## config.mk

```make
export PLATFORM = sky130hd
export DESIGN_NAME = ipl_port_irq
export DESIGN_NICKNAME = d
export VERILOG_FILES = /design/src/verilog/ipl_pkg.sv /design/src/verilog/ipl_line_sampler.sv /design/src/verilog/ipl_irq_router.sv /design/src/verilog/ipl_port_irq.sv
export SDC_FILE = /design/constraint.sdc
export NUM_CORES = 1
export LEC_CHECK = 0
export BUFFER_PORTS_ARGS = -buffer_cell sky130_fd_sc_hd__buf_2
export CAP_MARGIN = 30
export CORE_ASPECT_RATIO = 0.8
export CORE_MARGIN = 3
export CORE_UTILIZATION = 51
export CTS_BUF_LIST = sky130_fd_sc_hd__clkbuf_16
export DETAILED_ROUTE_END_ITERATION = 10
export MAX_ROUTING_LAYER = met4
export PLACE_DENSITY = 0.74
export SLEW_MARGIN = 15
export SYNTH_ARGS = -nofsm -noshare
export SYNTH_HDL_FRONTEND = slang
export SYNTH_HIERARCHICAL = 1
export SYNTH_SLANG_ARGS = --single-unit
```

## constraint.sdc

```tcl
create_clock -name REF_CLK_I -period 5.2 [get_ports REF_CLK_I]
set_clock_uncertainty 0.1 [all_clocks]
set_input_delay 0.26 -clock REF_CLK_I [delete_from_list [all_inputs] [get_ports REF_CLK_I]]
set_output_delay 0.26 -clock REF_CLK_I [all_outputs]
set_load 0.02 [all_outputs]
```

## src/verilog/ipl_pkg.sv

```systemverilog
package ipl_pkg;

    // Slave addresses selected by the strap
    localparam logic [6:0] ADDR_STRAP_HIGH = 7'h1D;
    localparam logic [6:0] ADDR_STRAP_LOW  = 7'h53;

    // Register map
    localparam logic [7:0] REG_ENABLE      = 8'h2E;
    localparam logic [7:0] REG_ROUTE       = 8'h2F;
    localparam logic [7:0] REG_CAUSE       = 8'h30;
    localparam logic [7:0] REG_FORMAT      = 8'h31;
    localparam logic [7:0] REG_DATA_FIRST  = 8'h32;
    localparam logic [7:0] REG_DATA_LAST   = 8'h37;

    // Reset values, and the value read at unmapped addresses
    localparam logic [7:0] ENABLE_RST      = 8'h00;
    localparam logic [7:0] ROUTE_RST       = 8'h00;
    localparam logic [7:0] FORMAT_RST      = 8'h00;
    localparam logic [7:0] FLAGS_RST       = 8'h00;
    localparam logic [7:0] PTR_RST         = 8'h00;
    localparam logic [7:0] UNMAPPED_READ   = 8'h00;

    // Field layout
    localparam int unsigned FMT_INVERT_BIT = 5;
    localparam int unsigned DATA_READY_BIT = 7;
    localparam logic [7:0] DATA_FLAG_MASK  = 8'h83;

    // Bus framing
    localparam logic [3:0] BYTE_BITS       = 4'h8;
    localparam logic [3:0] CNT_RST         = 4'h0;
    localparam logic [7:0] PTR_STEP        = 8'h01;

    typedef enum logic [6:0] {
        ST_IDLE = 7'b0000001,
        ST_ADDR = 7'b0000010,
        ST_REG  = 7'b0000100,
        ST_WDAT = 7'b0001000,
        ST_RDAT = 7'b0010000,
        ST_ACK  = 7'b0100000,
        ST_MACK = 7'b1000000
    } ipl_state_e;

    typedef struct packed {
        logic scl_rise;
        logic scl_fall;
        logic sda;
        logic start;
        logic stop;
    } ipl_line_s;

endpackage : ipl_pkg

```

## src/verilog/ipl_line_sampler.sv

```systemverilog
`timescale 1ns/1ps
module ipl_line_sampler
    import ipl_pkg::*;
(
    // Clock and reset
    input  wire logic clk_i,
    input  wire logic rst_n_i,
    // Bus lines
    input  wire logic scl_i,
    input  wire logic sda_i,
    // Decoded line events
    output ipl_line_s line_o
);
    logic scl_q_reg;
    logic sda_q_reg;
    logic scl_d_reg;
    logic sda_d_reg;

    // Oversampled at the core clock, far above the fastest bus rate
    always_ff @(posedge clk_i)
    begin
        if (!rst_n_i)
        begin
            scl_q_reg <= 1'b1;
            sda_q_reg <= 1'b1;
            scl_d_reg <= 1'b1;
            sda_d_reg <= 1'b1;
        end
        else
        begin
            scl_q_reg <= scl_i;
            sda_q_reg <= sda_i;
            scl_d_reg <= scl_q_reg;
            sda_d_reg <= sda_q_reg;
        end
    end

    assign line_o.scl_rise = scl_q_reg && !scl_d_reg;
    assign line_o.scl_fall = !scl_q_reg && scl_d_reg;
    assign line_o.sda      = sda_q_reg;
    assign line_o.start    = scl_q_reg && scl_d_reg && sda_d_reg && !sda_q_reg;
    assign line_o.stop     = scl_q_reg && scl_d_reg && !sda_d_reg && sda_q_reg;

endmodule : ipl_line_sampler

```

## src/verilog/ipl_irq_router.sv

```systemverilog
`timescale 1ns/1ps
module ipl_irq_router
    import ipl_pkg::*;
#(
    parameter int unsigned N = 8
)
(
    // Flags and configuration
    input  wire logic [N-1:0] flags_i,
    input  wire logic [N-1:0] enable_i,
    input  wire logic [N-1:0] route_i,
    input  wire logic         invert_i,
    // Pin levels
    output logic              first_o,
    output logic              second_o
);
    logic [N-1:0] to_first;
    logic [N-1:0] to_second;

    for (genvar i = 0; i < N; i++)
    begin : g_route
        assign to_first[i]  = flags_i[i] && enable_i[i] && !route_i[i];
        assign to_second[i] = flags_i[i] && enable_i[i] && route_i[i];
    end

    // Shared pins simply OR their sources
    assign first_o  = (|to_first) ^ invert_i;
    assign second_o = (|to_second) ^ invert_i;

endmodule : ipl_irq_router

```

## src/verilog/ipl_port_irq.sv

```systemverilog
// Function
// Chip select high puts the host port into two-wire slave mode.
// Bus runs at standard 100 kHz or fast 400 kHz, never faster.
// Strap high answers address 0x1D, write byte 0x3A, read byte 0x3B.
// Strap low answers address 0x53, write byte 0xA6, read byte 0xA7.
// Single-byte and multi-byte register reads and writes are supported.
// Register pointer steps by one after every data byte.
// Two separate push-pull interrupt outputs.
// Outputs active high after reset; format invert bit makes both active low.
// A function reaches a pin only while its enable bit is set.
// Routing bit picks the first or second interrupt pin per function.
// All functions run together; those on one pin are combined.
// Host sets up functions and routing before enabling interrupts.
// Host disables, reconfigures, then re-enables to change an interrupt.
// Data flags stay latched until data reads leave the condition false.
// Reading the cause register clears non-data flags and reports fired events.
// New-sample flag set while fresh sample waits, cleared when none remains.
// Registers are eight bits, selected by a register byte after address.
`timescale 1ns/1ps
module ipl_port_irq
    import ipl_pkg::*;
(
    // Clock and reset
    input  wire logic        REF_CLK_I,
    input  wire logic        RST_N_I,
    // Host port pins
    input  wire logic        CS_I,
    input  wire logic        ADDRESS_SELECT_STRAP_I,
    input  wire logic        SCL_I,
    input  wire logic        SDA_I,
    output logic             SDA_O,
    output logic             SDA_OE_O,
    // Sensor core side
    input  wire logic [47:0] SAMPLE_I,
    input  wire logic [7:0]  DATA_COND_I,
    input  wire logic [7:0]  EVENT_I,
    output logic             DATA_READ_O,
    output logic [7:0]       FORMAT_O,
    // Interrupt pins
    output logic             IRQ_OUT_FIRST_O,
    output logic             IRQ_OUT_SECOND_O
);
    ipl_line_s  ln;
    ipl_state_e st_reg;
    ipl_state_e st_next;
    ipl_state_e after_reg;
    ipl_state_e after_next;
    logic [3:0] cnt_reg;
    logic [3:0] cnt_next;
    logic [7:0] sh_reg;
    logic [7:0] sh_next;
    logic [7:0] tx_reg;
    logic [7:0] tx_next;
    logic [7:0] ptr_reg;
    logic [7:0] ptr_next;
    logic       oe_reg;
    logic       oe_next;
    logic       strap_reg;
    logic       sda_o_reg;
    logic       data_rd_reg;
    logic [7:0] en_reg;
    logic [7:0] route_reg;
    logic [7:0] fmt_reg;
    logic [7:0] flags_reg;
    logic       irq1_reg;
    logic       irq2_reg;
    logic       pin_first;
    logic       pin_second;

    ipl_line_sampler u_sampler (
        .clk_i   (REF_CLK_I),
        .rst_n_i (RST_N_I),
        .scl_i   (SCL_I),
        .sda_i   (SDA_I),
        .line_o  (ln)
    );

    // Decode
    wire        bus_ok     = CS_I && !ln.stop && !ln.start;
    wire        byte_done  = cnt_reg == BYTE_BITS;
    wire        end_byte   = ln.scl_fall && byte_done;
    wire [6:0]  dev_addr   = strap_reg ? ADDR_STRAP_HIGH : ADDR_STRAP_LOW;
    wire        addr_match = sh_reg[7:1] == dev_addr;
    wire        wr_commit  = bus_ok && st_reg == ST_WDAT && end_byte;
    wire        rd_load    = bus_ok && ln.scl_fall
                             && ((st_reg == ST_ACK && after_reg == ST_RDAT)
                                 || st_reg == ST_MACK);
    wire [7:0]  data_off   = ptr_reg - REG_DATA_FIRST;
    wire        data_hit   = ptr_reg >= REG_DATA_FIRST && ptr_reg <= REG_DATA_LAST;
    wire [7:0]  data_byte  = SAMPLE_I[{data_off[2:0], 3'h0} +: 8];
    wire [7:0]  rd_byte    = (ptr_reg == REG_ENABLE) ? en_reg
                           : (ptr_reg == REG_ROUTE)  ? route_reg
                           : (ptr_reg == REG_CAUSE)  ? flags_reg
                           : (ptr_reg == REG_FORMAT) ? fmt_reg
                           : data_hit                ? data_byte
                           : UNMAPPED_READ;
    wire        data_rd    = rd_load && data_hit;
    wire        cause_rd   = rd_load && ptr_reg == REG_CAUSE;
    wire        inv        = fmt_reg[FMT_INVERT_BIT];

    // Flags: the set term wins over a clear in the same cycle
    wire [7:0]  set_flags  = ((DATA_COND_I & DATA_FLAG_MASK)
                             | (EVENT_I & ~DATA_FLAG_MASK)) & en_reg;
    wire [7:0]  clr_data   = data_rd ? (DATA_FLAG_MASK & ~DATA_COND_I) : 8'h00;
    wire [7:0]  clr_cause  = cause_rd ? ~DATA_FLAG_MASK : 8'h00;
    wire [7:0]  flags_next = (flags_reg & ~(clr_data | clr_cause)) | set_flags;

    always_comb
    begin
        st_next    = st_reg;
        after_next = after_reg;
        cnt_next   = cnt_reg;
        sh_next    = sh_reg;
        tx_next    = tx_reg;
        oe_next    = oe_reg;
        ptr_next   = ptr_reg;
        if (!CS_I || ln.stop)
        begin
            st_next = ST_IDLE;
            oe_next = 1'b0;
        end
        else if (ln.start)
        begin
            st_next  = ST_ADDR;
            cnt_next = CNT_RST;
            oe_next  = 1'b0;
        end
        else
        begin
            unique case (st_reg)
                ST_IDLE:
                begin
                    st_next = ST_IDLE;
                end
                ST_ADDR, ST_REG, ST_WDAT:
                begin
                    if (ln.scl_rise)
                    begin
                        sh_next  = {sh_reg[6:0], ln.sda};
                        cnt_next = cnt_reg + 4'h1;
                    end
                    else if (end_byte)
                    begin
                        cnt_next = CNT_RST;
                        if (st_reg == ST_ADDR && !addr_match)
                        begin
                            st_next = ST_IDLE;
                        end
                        else
                        begin
                            st_next = ST_ACK;
                            oe_next = 1'b1;
                            if (st_reg == ST_ADDR)
                            begin
                                after_next = sh_reg[0] ? ST_RDAT : ST_REG;
                            end
                            else
                            begin
                                after_next = ST_WDAT;
                            end
                            if (st_reg == ST_REG)
                            begin
                                ptr_next = sh_reg;
                            end
                            if (st_reg == ST_WDAT)
                            begin
                                ptr_next = ptr_reg + PTR_STEP;
                            end
                        end
                    end
                end
                ST_ACK:
                begin
                    if (ln.scl_fall)
                    begin
                        st_next  = after_reg;
                        cnt_next = CNT_RST;
                        oe_next  = 1'b0;
                        if (after_reg == ST_RDAT)
                        begin
                            tx_next  = rd_byte;
                            oe_next  = !rd_byte[7];
                            ptr_next = ptr_reg + PTR_STEP;
                        end
                    end
                end
                ST_RDAT:
                begin
                    if (ln.scl_rise)
                    begin
                        cnt_next = cnt_reg + 4'h1;
                    end
                    else if (end_byte)
                    begin
                        st_next = ST_MACK;
                        oe_next = 1'b0;
                    end
                    else if (ln.scl_fall)
                    begin
                        tx_next = {tx_reg[6:0], 1'b0};
                        oe_next = !tx_reg[6];
                    end
                end
                ST_MACK:
                begin
                    // A not-acknowledge ends the burst; wait for stop or restart
                    if (ln.scl_rise && ln.sda)
                    begin
                        st_next = ST_IDLE;
                    end
                    else if (ln.scl_fall)
                    begin
                        st_next  = ST_RDAT;
                        cnt_next = CNT_RST;
                        tx_next  = rd_byte;
                        oe_next  = !rd_byte[7];
                        ptr_next = ptr_reg + PTR_STEP;
                    end
                end
            endcase
        end
    end

    always_ff @(posedge REF_CLK_I)
    begin
        if (!RST_N_I)
        begin
            st_reg    <= ST_IDLE;
            after_reg <= ST_IDLE;
            cnt_reg   <= CNT_RST;
            sh_reg    <= 8'h00;
            tx_reg    <= 8'h00;
            oe_reg    <= 1'b0;
            ptr_reg   <= PTR_RST;
        end
        else
        begin
            st_reg    <= st_next;
            after_reg <= after_next;
            cnt_reg   <= cnt_next;
            sh_reg    <= sh_next;
            tx_reg    <= tx_next;
            oe_reg    <= oe_next;
            ptr_reg   <= ptr_next;
        end
    end

    // Strap caught while reset is held, frozen afterwards
    always_ff @(posedge REF_CLK_I)
    begin
        if (!RST_N_I)
        begin
            strap_reg <= ADDRESS_SELECT_STRAP_I;
        end
    end

    always_ff @(posedge REF_CLK_I)
    begin
        if (!RST_N_I)
        begin
            en_reg    <= ENABLE_RST;
            route_reg <= ROUTE_RST;
            fmt_reg   <= FORMAT_RST;
            flags_reg <= FLAGS_RST;
        end
        else
        begin
            en_reg    <= (wr_commit && ptr_reg == REG_ENABLE) ? sh_reg : en_reg;
            route_reg <= (wr_commit && ptr_reg == REG_ROUTE) ? sh_reg : route_reg;
            fmt_reg   <= (wr_commit && ptr_reg == REG_FORMAT) ? sh_reg : fmt_reg;
            flags_reg <= flags_next;
        end
    end

    ipl_irq_router #(
        .N (8)
    ) u_router (
        .flags_i  (flags_reg),
        .enable_i (en_reg),
        .route_i  (route_reg),
        .invert_i (inv),
        .first_o  (pin_first),
        .second_o (pin_second)
    );

    // Pins stay driven both ways; reset leaves them at the inactive level
    always_ff @(posedge REF_CLK_I)
    begin
        if (!RST_N_I)
        begin
            irq1_reg    <= 1'b0;
            irq2_reg    <= 1'b0;
            sda_o_reg   <= 1'b0;
            data_rd_reg <= 1'b0;
        end
        else
        begin
            irq1_reg    <= pin_first;
            irq2_reg    <= pin_second;
            sda_o_reg   <= 1'b0;
            data_rd_reg <= data_rd;
        end
    end

    assign SDA_O            = sda_o_reg;
    assign SDA_OE_O         = oe_reg;
    assign DATA_READ_O      = data_rd_reg;
    assign FORMAT_O         = fmt_reg;
    assign IRQ_OUT_FIRST_O  = irq1_reg;
    assign IRQ_OUT_SECOND_O = irq2_reg;
endmodule : ipl_port_irq

```

==> results.md, run 1 <==
- Result of the run: finished clean
- FILL cells: about 830
- Headroom to the max-slew limit: 0.424
- CP required: between 5 and 6 ns
- Multiplexer area fraction after synthesis: 0.104
- Congestion Overflow GR: 0
- Sequential cell area: about 0.0016 sq mm
- Post-synth EDFFs: 1
- Worst VDD drop: between 0.0002 and 0.00025 V
- Cell at the slowest stage of the critical path: sky130_fd_sc_hd__nor2b_1
- Critical Path Sink Type: flop
- Effective utilization at floorplan: 0.528
- Combined global-route utilization of all metal layers: 0.291
- Final hold slack: roughly 0.013 ns
- Average instance area after synthesis: just over 8 sq um
- Max Buffers Root-to-Sink: 2
- Seq/Total Area, Yosys: 0.329
- Buffers inserted by post-CTS timing repair: 0
- Top layer used by detailed routing: met4
- Clock tree from TritonCTS: built
- Root Driver: sky130_fd_sc_hd__clkbuf_16
- Die extent in y: 93.1 um
- Synth Area in Compound Gates: 0.236
- Die width: 115 um
- Core region area: between 0.009 and 0.01 sq mm
- Pin count of the biggest net entering global routing: 52
- DRC violation count after routing: 0
- Leakage component of the power: 1.91 nW
- Primary flip-flop cell chosen by synthesis mapping: sky130_fd_sc_hd__dfxtp_1
- Share of post-route cells with drive strength above 1: 0.185
- Timing-limited maximum frequency: between 300 and 400 MHz
- Max Cap Violations: 0
- Standard-cell rows: 31
- Routed wire length on met3: between 1500 and 2000 um
- Synthesized netlist net count: around 670
- Path class of the lowest-slack min-delay path: in2reg
- Slew Viols, Final: 0
- Worst setup SP type: flop
- Vias per std cell: between 6 and 7
- Critical path class: reg2reg
- RSZ-0062 raised after global routing: no
- Arithmetic-cell share of the synthesized area counting full adders, half adders and majority gates: 0.0181
- Count of different cell masters after synthesis: 79
- Biggest fanout along the worst timing path: 17
- Final setup fails: 0
- Clk slew on worst S/H paths: 0.07 ns
- Final Hold Violating Endpoints: 0
- Post-Route WL: around 15,000 um
- Area fraction in and, or, nand and nor cells after synthesis: 0.251
- Via count of the first global-routing pass: approximately 4,500
- Top-level port count: 83
- Fraction of the cycle the final worst path needs: 0.634
- Area Growth Syn to Fin: 14.3%
- Pwr Total: about 0.0014 W
- Minimum clock period: between 3 and 4 ns
- Cts bufs inserted: 9
- P per Cell Area: 252 mW/mm^2
- Antenna diodes: 0
- Worst slack, placed: 2.01 ns
- Number of search-and-repair iterations in the first detailed-routing pass: 5
- Cells along the critical path: nor2b_1 -> and4b_1 -> nand4b_1 -> a22oi_1 -> nand4_1 -> and2_1 -> o31a_1
- Main combinational cell family by area after synthesis: simple AND/OR/NAND/NOR gates
- Fraction of synthesis flops using an asynchronous set or reset pin: 0
- Initial antenna violation count: 0
- Detailed Route Iter0 Violations: about 530
- Residual antenna-violating net count after detailed routing: 0
- Arrival time worst endpoint: about 3.4 ns
- Share of the synthesized netlist area taken by xor and xnor gates: 0.00906
- Routed vias: 4,844
- Number of cells upsized or downsized after cts: 0
- Slew of the pin with the lowest slew margin: between 0.8 and 0.9 ns
- First-pass GRT wire length: roughly 24,000 um
- Post-synthesis register bit count: 79
- Placer Congestion: approximately 1
- # nets final: 717
- Routed length on met1: 6950 um
- Later-pin clock latency in the skew report: 0.35 ns
- Port Buf Inserts: 73
- R2r setup slk: ~1.9 ns
- DP HPWL: about 11,000 um
- Smallest setup slack after layout: about 1.9 ns
- Average routed wire per standard cell: about 20 um
- Routed met2 length: roughly 6300 um
- TritonCTS Sinks: 79
- Synth Instances: around 590
- Sum of negative setup slack: 0 ns
- Combined area of the multi-input logic cells: between 0.002 and 0.003 sq mm
- Syn. warnings: 6
- Total standard cell area after synthesis: about 0.0048 sq mm
- Number of H-tree levels: 3
- CP peak stage delay: roughly 0.7 ns
- Total Die Area: between 0.01 and 0.015 sq mm
==> cells in the mapped netlist, drive strengths merged (4+ instances only) <==
master	count	area share
dfxtp	78	0.32
nand2	59	0.046
nor2	59	0.047
a21oi	45	0.047
mux2i	38	0.079
o21ai	34	0.035
nand3	26	0.028
clkbuf	25	0.019
buf	17	0.021
o22ai	17	0.022
nor3	16	0.017
inv	12	0.0093
nand2b	10	0.013
a22oi	9	0.014
a31oi	8	0.010
nor4	8	0.020
o211ai	8	0.012
ha	7	0.018
a211oi	6	0.010
nor2b	6	0.0078
o32ai	6	0.011
or2	6	0.0078
or3	6	0.0078
and2	5	0.0065
mux2	5	0.012
nand4	4	0.0052
nor4b	4	0.010
o221ai	4	0.0072
xnor2	4	0.0072
==> per-layer routing <==
layer,global-route usage,up-vias
li1,-,2297
met1,0.419,2300
met2,0.401,224
met3,0.0802,23
met4,0.0753,0
met5,-,-
==> path summary, 6_finish.rpt <==
path | depth (start not counted) | from | endpoint
hold / removal | 1 | ADDRESS_SELECT_STRAP_I | strap_reg$_DFFE_PN_
hold reg to reg | 2 | after_reg[0]$_SDFFE_PN1P_ | after_reg[0]$_SDFFE_PN1P_
setup / recovery | 7 | u_sampler/scl_d_reg$_SDFF_PN1_ | ptr_reg[0]$_SDFFE_PN0P_
setup reg to reg | 7 | u_sampler/scl_d_reg$_SDFF_PN1_ | ptr_reg[0]$_SDFFE_PN0P_
==> report_power, final <==
group / switching [W] / total, W / internal [W] / leakage, nW
combinational: 0.0000355 / 0.0000646 / 0.0000290 / 1.11
sequential: 0.00000281 / 0.000612 / 0.000609 / 0.639
clock: 0.000266 / 0.000717 / 0.000451 / 0.165
total: 0.000304 / 0.00139 / 0.00109 / 1.91
==> kinds of logic (layout without fill, tap and decap cells) <==
group | after synthesis | after routing
and+or+nand+nor | 229 | 229
AOI/OAI and AO/OA | 172 | 172
DFF | 79 | 79
buffers and inverters | 55 | 105
muxes | 46 | 46
adders and majority gates | 7 | 7
xor gates and xnor gates | 5 | 5
other | 1 | 1
==> metrics by stage <==
stage / cells / utilization / cell area [sq um]
after floorplan: 594 / - / 4830
after CTS: 758 / 0.602 / 5510
final: 759 / 0.603 / 5520
after detailed placement: 741 / 0.563 / 5150
after global placement: 741 / 0.563 / 5150
after global routing: 759 / 0.603 / 5520
==> layout make-up <==
class / count / share of cell area
Tap cell: 115 / 0.0260
Inverter: 13 / 0.00883
Clock inverter: 5 / 0.0156
Clock buffer: 10 / 0.0453
Timing Repair Buffer: 77 / 0.0738
Sequential cell: 79 / 0.288
Multi-Input combinational cell: 460 / 0.542
==> critical path, delay by kind of cell, from the launching register on <==
kind	cells	cell delay [ns]
DFF	1	0.35
AOI/OAI and AO/OA	2	0.47
and+or+nand+nor	5	2.26
==> what timing repair did <==
action / in CTS / in global routing
hold endpoints to repair: 2 / 0
hold buffers: 2 / 0
setup endpoints to repair: 0 / 0
==> layout by cell type, fill, tap and decap left out, types with 4 or more instances in the layout <==
| cell type | count |
|---|---|
| sky130_fd_sc_hd__a211oi_1 | 5 |
| sky130_fd_sc_hd__a21oi_1 | 45 |
| sky130_fd_sc_hd__a22oi_1 | 9 |
| sky130_fd_sc_hd__a31oi_1 | 8 |
| sky130_fd_sc_hd__and2_1 | 5 |
| sky130_fd_sc_hd__buf_2 | 73 |
| sky130_fd_sc_hd__clkbuf_16 | 10 |
| sky130_fd_sc_hd__dfxtp_1 | 78 |
| sky130_fd_sc_hd__ha_1 | 7 |
| sky130_fd_sc_hd__inv_1 | 11 |
| sky130_fd_sc_hd__mux2_2 | 5 |
| sky130_fd_sc_hd__mux2i_1 | 38 |
| sky130_fd_sc_hd__nand2_1 | 59 |
| sky130_fd_sc_hd__nand2b_1 | 10 |
| sky130_fd_sc_hd__nand3_1 | 25 |
| sky130_fd_sc_hd__nand4_1 | 4 |
| sky130_fd_sc_hd__nor2_1 | 57 |
| sky130_fd_sc_hd__nor2b_1 | 6 |
| sky130_fd_sc_hd__nor3_1 | 16 |
| sky130_fd_sc_hd__o211ai_1 | 8 |
| sky130_fd_sc_hd__o21ai_0 | 32 |
| sky130_fd_sc_hd__o221ai_1 | 4 |
| sky130_fd_sc_hd__o22ai_1 | 17 |
| sky130_fd_sc_hd__o32ai_1 | 6 |
| sky130_fd_sc_hd__or3_1 | 6 |
| sky130_fd_sc_hd__xnor2_1 | 4 |
Power figures use the tool's default switching activity.
==> run 2: changes to the inputs <==
- ABC_AREA: default -> 1
- PLACE_DENSITY: 0.74 -> 0.73
- clock period: 5.2 -> 3.2 ns (I/O delays scaled with it)
==> run 2 against run 1 <==
Sequential power increased by 62%. Global-route usage decreased by 3.6 points. Maximum frequency increased by 32%. Synthesized cell count increased by 32%. Power increased by 49%. Die area increased by 2.7%. Hold slack got worse by 0.011 ns. Cell count increased by 29%. Cell area increased by 4.0%. Area after synthesis increased by 2.9%. Via count increased by 4.7%. Register-to-register slack got worse by 1.2 ns. Critical path type unchanged. Largest power group is now registers.
==> results.md, run 2 <==
- Result of the run: finished clean
- P per Cell Area: 362 mW/mm^2 (+43%)
- Cts bufs inserted: 9 (unchanged)
- Portion of synthesized cell area occupied by the leading cell type: 0.314 (-0.00902)
- Effective utilization at floorplan: 0.536 (+0.00835)
- Headroom to the max-slew limit: 0.629 (+0.205)
- Slew Viols, Final: 0 (unchanged)
- Die width: 116 um (+1.4%)
- Pin count of the biggest net entering global routing: 48 (-7.7%)
- Final hold slack: 0.00179 ns (-0.0115 ns)
- Min-delay src: DATA_COND_I[0]
- Routed vias: 5,072 (+4.7%)
- TritonCTS Sinks: 79 (unchanged)
- Core region area: 0.00927 sq mm (+1.3%)
- Critical path class: reg2reg
- Post-synthesis register bit count: 79 (unchanged)
- DRC violation count after routing: 0 (unchanged)
- Initial antenna violation count: 0 (unchanged)
- Detailed Route Iter0 Violations: 375 (-29%)
- Total Die Area: 0.0110 sq mm (+2.7%)
- Multiplexer area fraction after synthesis: 0 (-0.104)
- Worst setup startpoint: ptr_reg[1]$_SDFFE_PN0P_
- Congestion Overflow GR: 0 (unchanged)
- Area fraction in and, or, nand and nor cells after synthesis: 0.347 (+0.0951)
- Die extent in y: 94.3 um (+1.3%)
- First-pass GRT wire length: 21,900 um (-7.9%)
- Average instance area after synthesis: 6.32 sq um (-22%)
- DP HPWL: 9740 um (-9.4%)
- Largest area contributor in the netlist: sky130_fd_sc_hd__dfxtp_1
- Combined global-route utilization of all metal layers: 0.255 (-0.0357)
- Minimum clock period: 2.49 ns (-0.805 ns)
- Later-pin clock latency in the skew report: 0.34 ns (about the same)
- Sequential cell area: 0.00159 sq mm (unchanged)
- Cell at the slowest stage of the critical path: sky130_fd_sc_hd__dfxtp_1
- Biggest fanout along the worst timing path: 16 (-1)
- Number of H-tree levels: 3 (unchanged)
- Main combinational cell family by area after synthesis: simple AND/OR/NAND/NOR gates
- Final Hold Violating Endpoints: 0 (unchanged)
- Area Growth Syn to Fin: 15.5%
- Antenna diodes: 0 (unchanged)
- Root Driver: sky130_fd_sc_hd__clkbuf_16
- Synth Area in Compound Gates: 0.179 (-0.0572)
- Residual antenna-violating net count after detailed routing: 0 (unchanged)
- Worst VDD drop: 0.000331 V (+46%)
- Average routed wire per standard cell: 13.4 um (-32%)
- Worst setup SP type: flop
- Number of search-and-repair iterations in the first detailed-routing pass: 5 (unchanged)
- Vias per std cell: 5.18 (-19%)
- RSZ-0062 raised after global routing: no
- Cells along the critical path: ha_1 -> nand3_1 -> nor2_2 -> nand2_1 -> o21ai_0 -> a21oi_1
- Count leader, synth: sky130_fd_sc_hd__nand2_1
- Global-route track usage on met3: 0.0496 (-0.0306)
- Path class of the lowest-slack min-delay path: in2reg
- Sum of negative setup slack: 0 ns (unchanged)
- Fraction of the cycle the final worst path needs: 0.779 (+0.145)
- Top cells by area in the synthesized netlist: sky130_fd_sc_hd__dfxtp_1, sky130_fd_sc_hd__nand2_1, sky130_fd_sc_hd__inv_1
- Timing-limited maximum frequency: 401 MHz (+32%)
- Max Cap Violations: 0 (unchanged)
- Clock tree from TritonCTS: built
- FILL cells: 913 (+10%)
- Syn. warnings: 6 (unchanged)
- Primary flip-flop cell chosen by synthesis mapping: sky130_fd_sc_hd__dfxtp_1
- Critical Path Sink Type: flop
- Synthesized netlist net count: 864 (+29%)
- GR Layer Usage met1: 0.327 (-0.0920)
- Top-level port count: 83 (unchanged)
- Most Used Layer, Global Route: met2
- Max Buffers Root-to-Sink: 2 (unchanged)
- Final setup fails: 0 (unchanged)
- Post-synth EDFFs: 1 (unchanged)
- Standard-cell rows: 31 (unchanged)
- Start of the worst register-to-register path: ptr_reg[1]$_SDFFE_PN0P_
- Share of the synthesized netlist area taken by xor and xnor gates: 0.00881 (-0.000253)
- Count of different cell masters after synthesis: 43 (-46%)
- Slew of the pin with the lowest slew margin: 0.556 ns (-0.302 ns)
- Placer Congestion: 0.878 (-10%)
- CP required: 3.31 ns (-2.03 ns)
- Combined area of the multi-input logic cells: 0.00275 sq mm (-8.3%)
- CP peak stage delay: 0.63 ns (-0.05 ns)
- Synth Instances: 787 (+32%)
- Leading cell types in the layout, fill and taps excluded: sky130_fd_sc_hd__nand2_1, sky130_fd_sc_hd__inv_1, sky130_fd_sc_hd__dfxtp_1, sky130_fd_sc_hd__buf_2, sky130_fd_sc_hd__a21oi_1
- Fraction of synthesis flops using an asynchronous set or reset pin: 0 (unchanged)
- Post-Route WL: 13,200 um (-12%)
- Seq/Total Area, Yosys: 0.320 (-0.00920)
- Total standard cell area after synthesis: 0.00497 sq mm (+2.9%)
- Leakage component of the power: 2.67 nW (+40%)
- Most frequent standard cell in the layout excluding fill and tap cells: sky130_fd_sc_hd__nand2_1
- # nets final: 936 (+31%)
- Port Buf Inserts: 73 (unchanged)
- Clk slew on worst S/H paths: 0.06 ns (about the same)
- Arrival time worst endpoint: 2.61 ns (-0.83 ns)
- Share of post-route cells with drive strength above 1: 0.185 (+0.000403)
- Arithmetic-cell share of the synthesized area counting full adders, half adders and majority gates: 0.0176 (-0.000506)
- GR Util met2: 0.407 (+0.00589)
- Via count of the first global-routing pass: 4,817 (+6.3%)
- Most numerous cell types in the synthesized netlist: sky130_fd_sc_hd__nand2_1, sky130_fd_sc_hd__inv_1, sky130_fd_sc_hd__dfxtp_1, sky130_fd_sc_hd__a21oi_1, sky130_fd_sc_hd__o21ai_0
## run 2: power by group
part	internal (W)	switching [W]	leakage [nW]
clock	0.000525	0.000429	0.125
sequential	0.000990	0.00000400	0.639
combinational	0.0000599	0.0000704	1.91
## run 2: per-layer routing
layer	share of wire	vias up
met5	0	-
met4	0.020	0
met3	0.041	25
met2	0.46	126
met1	0.48	2293
li1	-	2628
## run 2: worst paths after layout
check | endpoint | slack (ns) | cells after the start
setup / recovery | route_reg[0]$_SDFFE_PN0P_ | 0.71 | 6
hold / removal | flags_reg[0]$_SDFF_PN0_ | 0.002 | 3
setup reg to reg | route_reg[0]$_SDFFE_PN0P_ | 0.71 | 6
hold reg to reg | after_reg[0]$_SDFFE_PN1P_ | 0.35 | 2
## run 2: timing repair
action | CTS | global route
hold buffers | 10 | 0
endpoints found under the hold margin | 10 | 0
buffers inserted | 0 | 0
resized for setup | 0 | 0
## run 2: through the flow
stage / total power (W) / instances / worst slack (ns) / utilization / instance area (sq um)
4_1_cts: 0.00209 / 979 / 0.726 / 0.620 / 5740
2_1_floorplan: 0.00108 / 787 / 1.20 / - / 4970
5_1_grt: 0.00215 / 979 / 0.475 / 0.620 / 5740
3_5_place_dp: 0.00114 / 953 / 0.734 / 0.579 / 5370
6_report: 0.00208 / 979 / 0.706 / 0.620 / 5740
3_3_place_gp: 0.00113 / 953 / 0.778 / 0.579 / 5370
## run 2: worst max-delay path, delay by kind of cell (launching register included)
family | cells | cell delay [ns]
AO/OA/AOI/OAI | 2 | 0.32
adder cells (fa/ha/maj) | 1 | 0.27
flip-flops | 1 | 0.63
AND/OR/NAND/NOR | 3 | 1.03
## run 2: kinds of logic after synthesis
kind of cell	after synthesis
AOI/OAI and AO/OA	159
xor gates and xnor gates	5
adders and majority gates	7
buffers and inverters	157
DFF	79
other	1
and+or+nand+nor	379
## run 2: cell type report
class | count | share of cell area
clock buffer | 9 | 0.0392
clock inverter | 7 | 0.00849
inverter | 131 | 0.0856
multi-input combinational | 551 | 0.478
sequential | 79 | 0.277
tap | 115 | 0.0250
timing repair buffer | 87 | 0.0863
==> run 3: changes to the inputs <==
- PLACE_DENSITY: 0.73 -> 0.76
- clock period: 3.2 -> 2.1 ns (I/O delays scaled with it)
==> run 3 against run 2 <==
Die area stayed put. Routed wire length is 1.7% higher. Sequential share of layout area is 1.2 points lower. Hold slack better by 0.081 ns. First-iteration DRC count is 3.5% lower. Critical path type unchanged. Utilization is 2.8 points higher. Combinational power is 61% higher. Largest power group is now the clock network. Register-to-register slack worse by 0.57 ns. Sequential power is 53% higher. Maximum frequency is 27% higher.
==> results.md, run 3 (synthesis results as in run 2) <==
- RSZ-0062 raised after global routing: no
- Cell total after placement: 974 (+2.2%)
- Pin count of the biggest net entering global routing: 48 (unchanged)
- Share of post-route cells with drive strength above 1: 0.211 (+0.0263)
- Final standard cell utilization of the core: 0.648 (+0.0283)
- Final Hold Violating Endpoints: 0 (unchanged)
- Clock tree from TritonCTS: built
- Vias per std cell: 5.27 (+1.7%)
- Average routed wire per standard cell: 13.3 um (-0.88%)
- DRC violation count after routing: 0 (unchanged)
- Buffers plus inverters on the worst setup path: 1 (+1)
- First-pass GRT wire length: 21,900 um (about the same)
- Die extent in y: 94.3 um (unchanged)
- Leakage component of the power: 2.85 nW (+6.9%)
- Max Buffers Root-to-Sink: 2 (unchanged)
- Combined global-route utilization of all metal layers: 0.256 (+0.000659)
- FILL cells: 843 (-7.7%)
- Number of H-tree levels: 3 (unchanged)
- Sum of negative setup slack: 0 ns (unchanged)
- Area Growth Syn to Fin: 20.8%
- Cells along the critical path: nor2_2 -> nand2_1 -> nor2_1 -> nand2_1 -> nor3_4 -> nand2_2 -> buf_4 -> a21oi_1
- Post-Route WL: 13,400 um (+1.7%)
- Timing-limited maximum frequency: 510 MHz (+27%)
- Routed vias: 5,290 (+4.3%)
- Biggest fanout along the worst timing path: 15 (-1)
- Top-level port count: 83 (unchanged)
- Leading cell types in the layout, fill and taps excluded: sky130_fd_sc_hd__nand2_1, sky130_fd_sc_hd__inv_1, sky130_fd_sc_hd__dfxtp_1, sky130_fd_sc_hd__buf_2, sky130_fd_sc_hd__a21oi_1
- Fraction of the cycle the final worst path needs: 0.934 (+0.155)
- Core region area: 0.00927 sq mm (unchanged)
- Cell type group with the largest total delay on the critical path: simple AND/OR/NAND/NOR gates
- Effective utilization at floorplan: 0.536 (unchanged)
- Cts bufs inserted: 9 (unchanged)
- Worst setup SP type: flop
- Slew Viols, Final: 0 (unchanged)
- Root Driver: sky130_fd_sc_hd__clkbuf_16
- Initial antenna violation count: 0 (unchanged)
- CP required: 2.27 ns (-1.04 ns)
- Worst VDD drop: 0.000590 V (+78%)
- Cell depth of the worst setup path: 8 (+2)
- Placer Congestion: 0.896 (+2.0%)
- Hold depth: 6 (+3)
- Cell at the slowest stage of the critical path: sky130_fd_sc_hd__dfxtp_1
- Via count of the first global-routing pass: 4,977 (+3.3%)
- Minimum clock period: 1.96 ns (-0.532 ns)
- Final setup fails: 0 (unchanged)
- Most frequent standard cell in the layout excluding fill and tap cells: sky130_fd_sc_hd__nand2_1
- Antenna diodes: 0 (unchanged)
- Clk slew on worst S/H paths: 0.06 ns (about the same)
- Logic depth of the worst register-to-register path: 8 (+2)
- Later-pin clock latency in the skew report: 0.34 ns (about the same)
- Port Buf Inserts: 73 (unchanged)
- TritonCTS Sinks: 79 (unchanged)
- DP HPWL: 9860 um (+1.3%)
- Critical Path Sink Type: flop
- Standard-cell rows: 31 (unchanged)
- CP peak stage delay: 0.35 ns (-0.28 ns)
- Cell type with the highest occurrence count on the critical path: sky130_fd_sc_hd__nand2_1
- Total Die Area: 0.0110 sq mm (unchanged)
- Result of the run: finished clean
- P per Cell Area: 558 mW/mm^2 (+54%)
- Congestion Overflow GR: 0 (unchanged)
- Non-filler cells, final: 1,004 (+2.6%)
- Detailed Route Iter0 Violations: 362 (-3.5%)
- Residual antenna-violating net count after detailed routing: 0 (unchanged)
- Critical path class: reg2reg
- Path class of the lowest-slack min-delay path: in2reg
- Number of search-and-repair iterations in the first detailed-routing pass: 5 (unchanged)
- Die width: 116 um (unchanged)
- # nets final: 962 (+2.8%)
- Combined area of the multi-input logic cells: 0.00278 sq mm (+1.3%)
- Arrival time worst endpoint: 2.14 ns (-0.47 ns)
- Max Cap Violations: 0 (unchanged)
- Sequential cell area: 0.00159 sq mm (about the same)
-- run 3: cell types whose count changed in the layout (fill, tap and decap cells not counted), moves of 2 or more --
| cell | before | now |
|---|---|---|
| sky130_fd_sc_hd__buf_4 | 4 | 28 |
| sky130_fd_sc_hd__clkinvlp_4 | 3 | 0 |
| sky130_fd_sc_hd__nand2_1 | 205 | 202 |
| sky130_fd_sc_hd__bufinv_16 | 0 | 2 |
| sky130_fd_sc_hd__nand2_2 | 10 | 12 |
-- run 3: routing by layer --
metal  vias up  track usage  routed length (um)
li1       2678            -                   -
met4         0       0.0686                 205
met2       151        0.428                6550
met1      2436        0.310                5900
met5         -            -                   0
met3        25       0.0599                 715
-- run 3: report_power, final --
group / switching [W] / total [W] / internal (W)
logic: 0.000112 / 0.000209 / 0.0000969
registers: 0.00000581 / 0.00152 / 0.00151
clock network: 0.000605 / 0.00163 / 0.00102
total: 0.000723 / 0.00335 / 0.00263
-- run 3: metrics by stage --
stage                     worst slack, ns  hold WS, ns  power, W  instance area (sq um)
after floorplan                     0.104       0.0737   0.00165                   4970
after global placement              0.152        0.176   0.00173                   5530
after detailed placement           0.0775        0.181   0.00173                   5530
after CTS                          0.0434       0.0787   0.00337                   5950
after global routing              0.00195        0.120   0.00346                   6010
final                               0.138       0.0831   0.00335                   6010
-- run 3: final cells by class --
type,instances,share of cell area
Inverter,131,0.0819
Tap cell,115,0.0240
Multi-Input combinational cell,551,0.463
Sequential cell,79,0.265
Clock inverter,6,0.0133
Clock buffer,9,0.0375
Timing Repair Buffer,113,0.115
-- run 3: path summary, 6_finish.rpt --
check / end / startpoint / slack (ns)
hold reg to reg: after_reg[0]$_SDFFE_PN1P_ / after_reg[0]$_SDFFE_PN1P_ / 0.36
setup / recovery: route_reg[4]$_SDFFE_PN0P_ / st_reg[4]$_SDFFE_PP0P_ / 0.14
setup reg to reg: route_reg[4]$_SDFFE_PN0P_ / st_reg[4]$_SDFFE_PP0P_ / 0.14
hold / removal: st_reg[0]$_SDFFE_PP1P_ / CS_I / 0.08
-- run 3: repair_timing --
action / 4_1_cts / 5_1_grt
pin swaps: 0 / 2
endpoints found under the setup margin: 1 / 27
gates resized for setup: 1 / 10
hold buffers: 11 / 0
hold endpoints to repair: 11 / 0
buffers inserted: 0 / 4
-- run 3: worst register-to-register path, stage by stage, from the launching register on --
cell	delay [ns]
sky130_fd_sc_hd__dfxtp_1	0.35
sky130_fd_sc_hd__nor2_2	0.16
sky130_fd_sc_hd__nand2_1	0.10
sky130_fd_sc_hd__nor2_1	0.19
sky130_fd_sc_hd__nand2_1	0.18
sky130_fd_sc_hd__nor3_4	0.25
sky130_fd_sc_hd__nand2_2	0.22
sky130_fd_sc_hd__buf_4	0.20
sky130_fd_sc_hd__a21oi_1	0.12
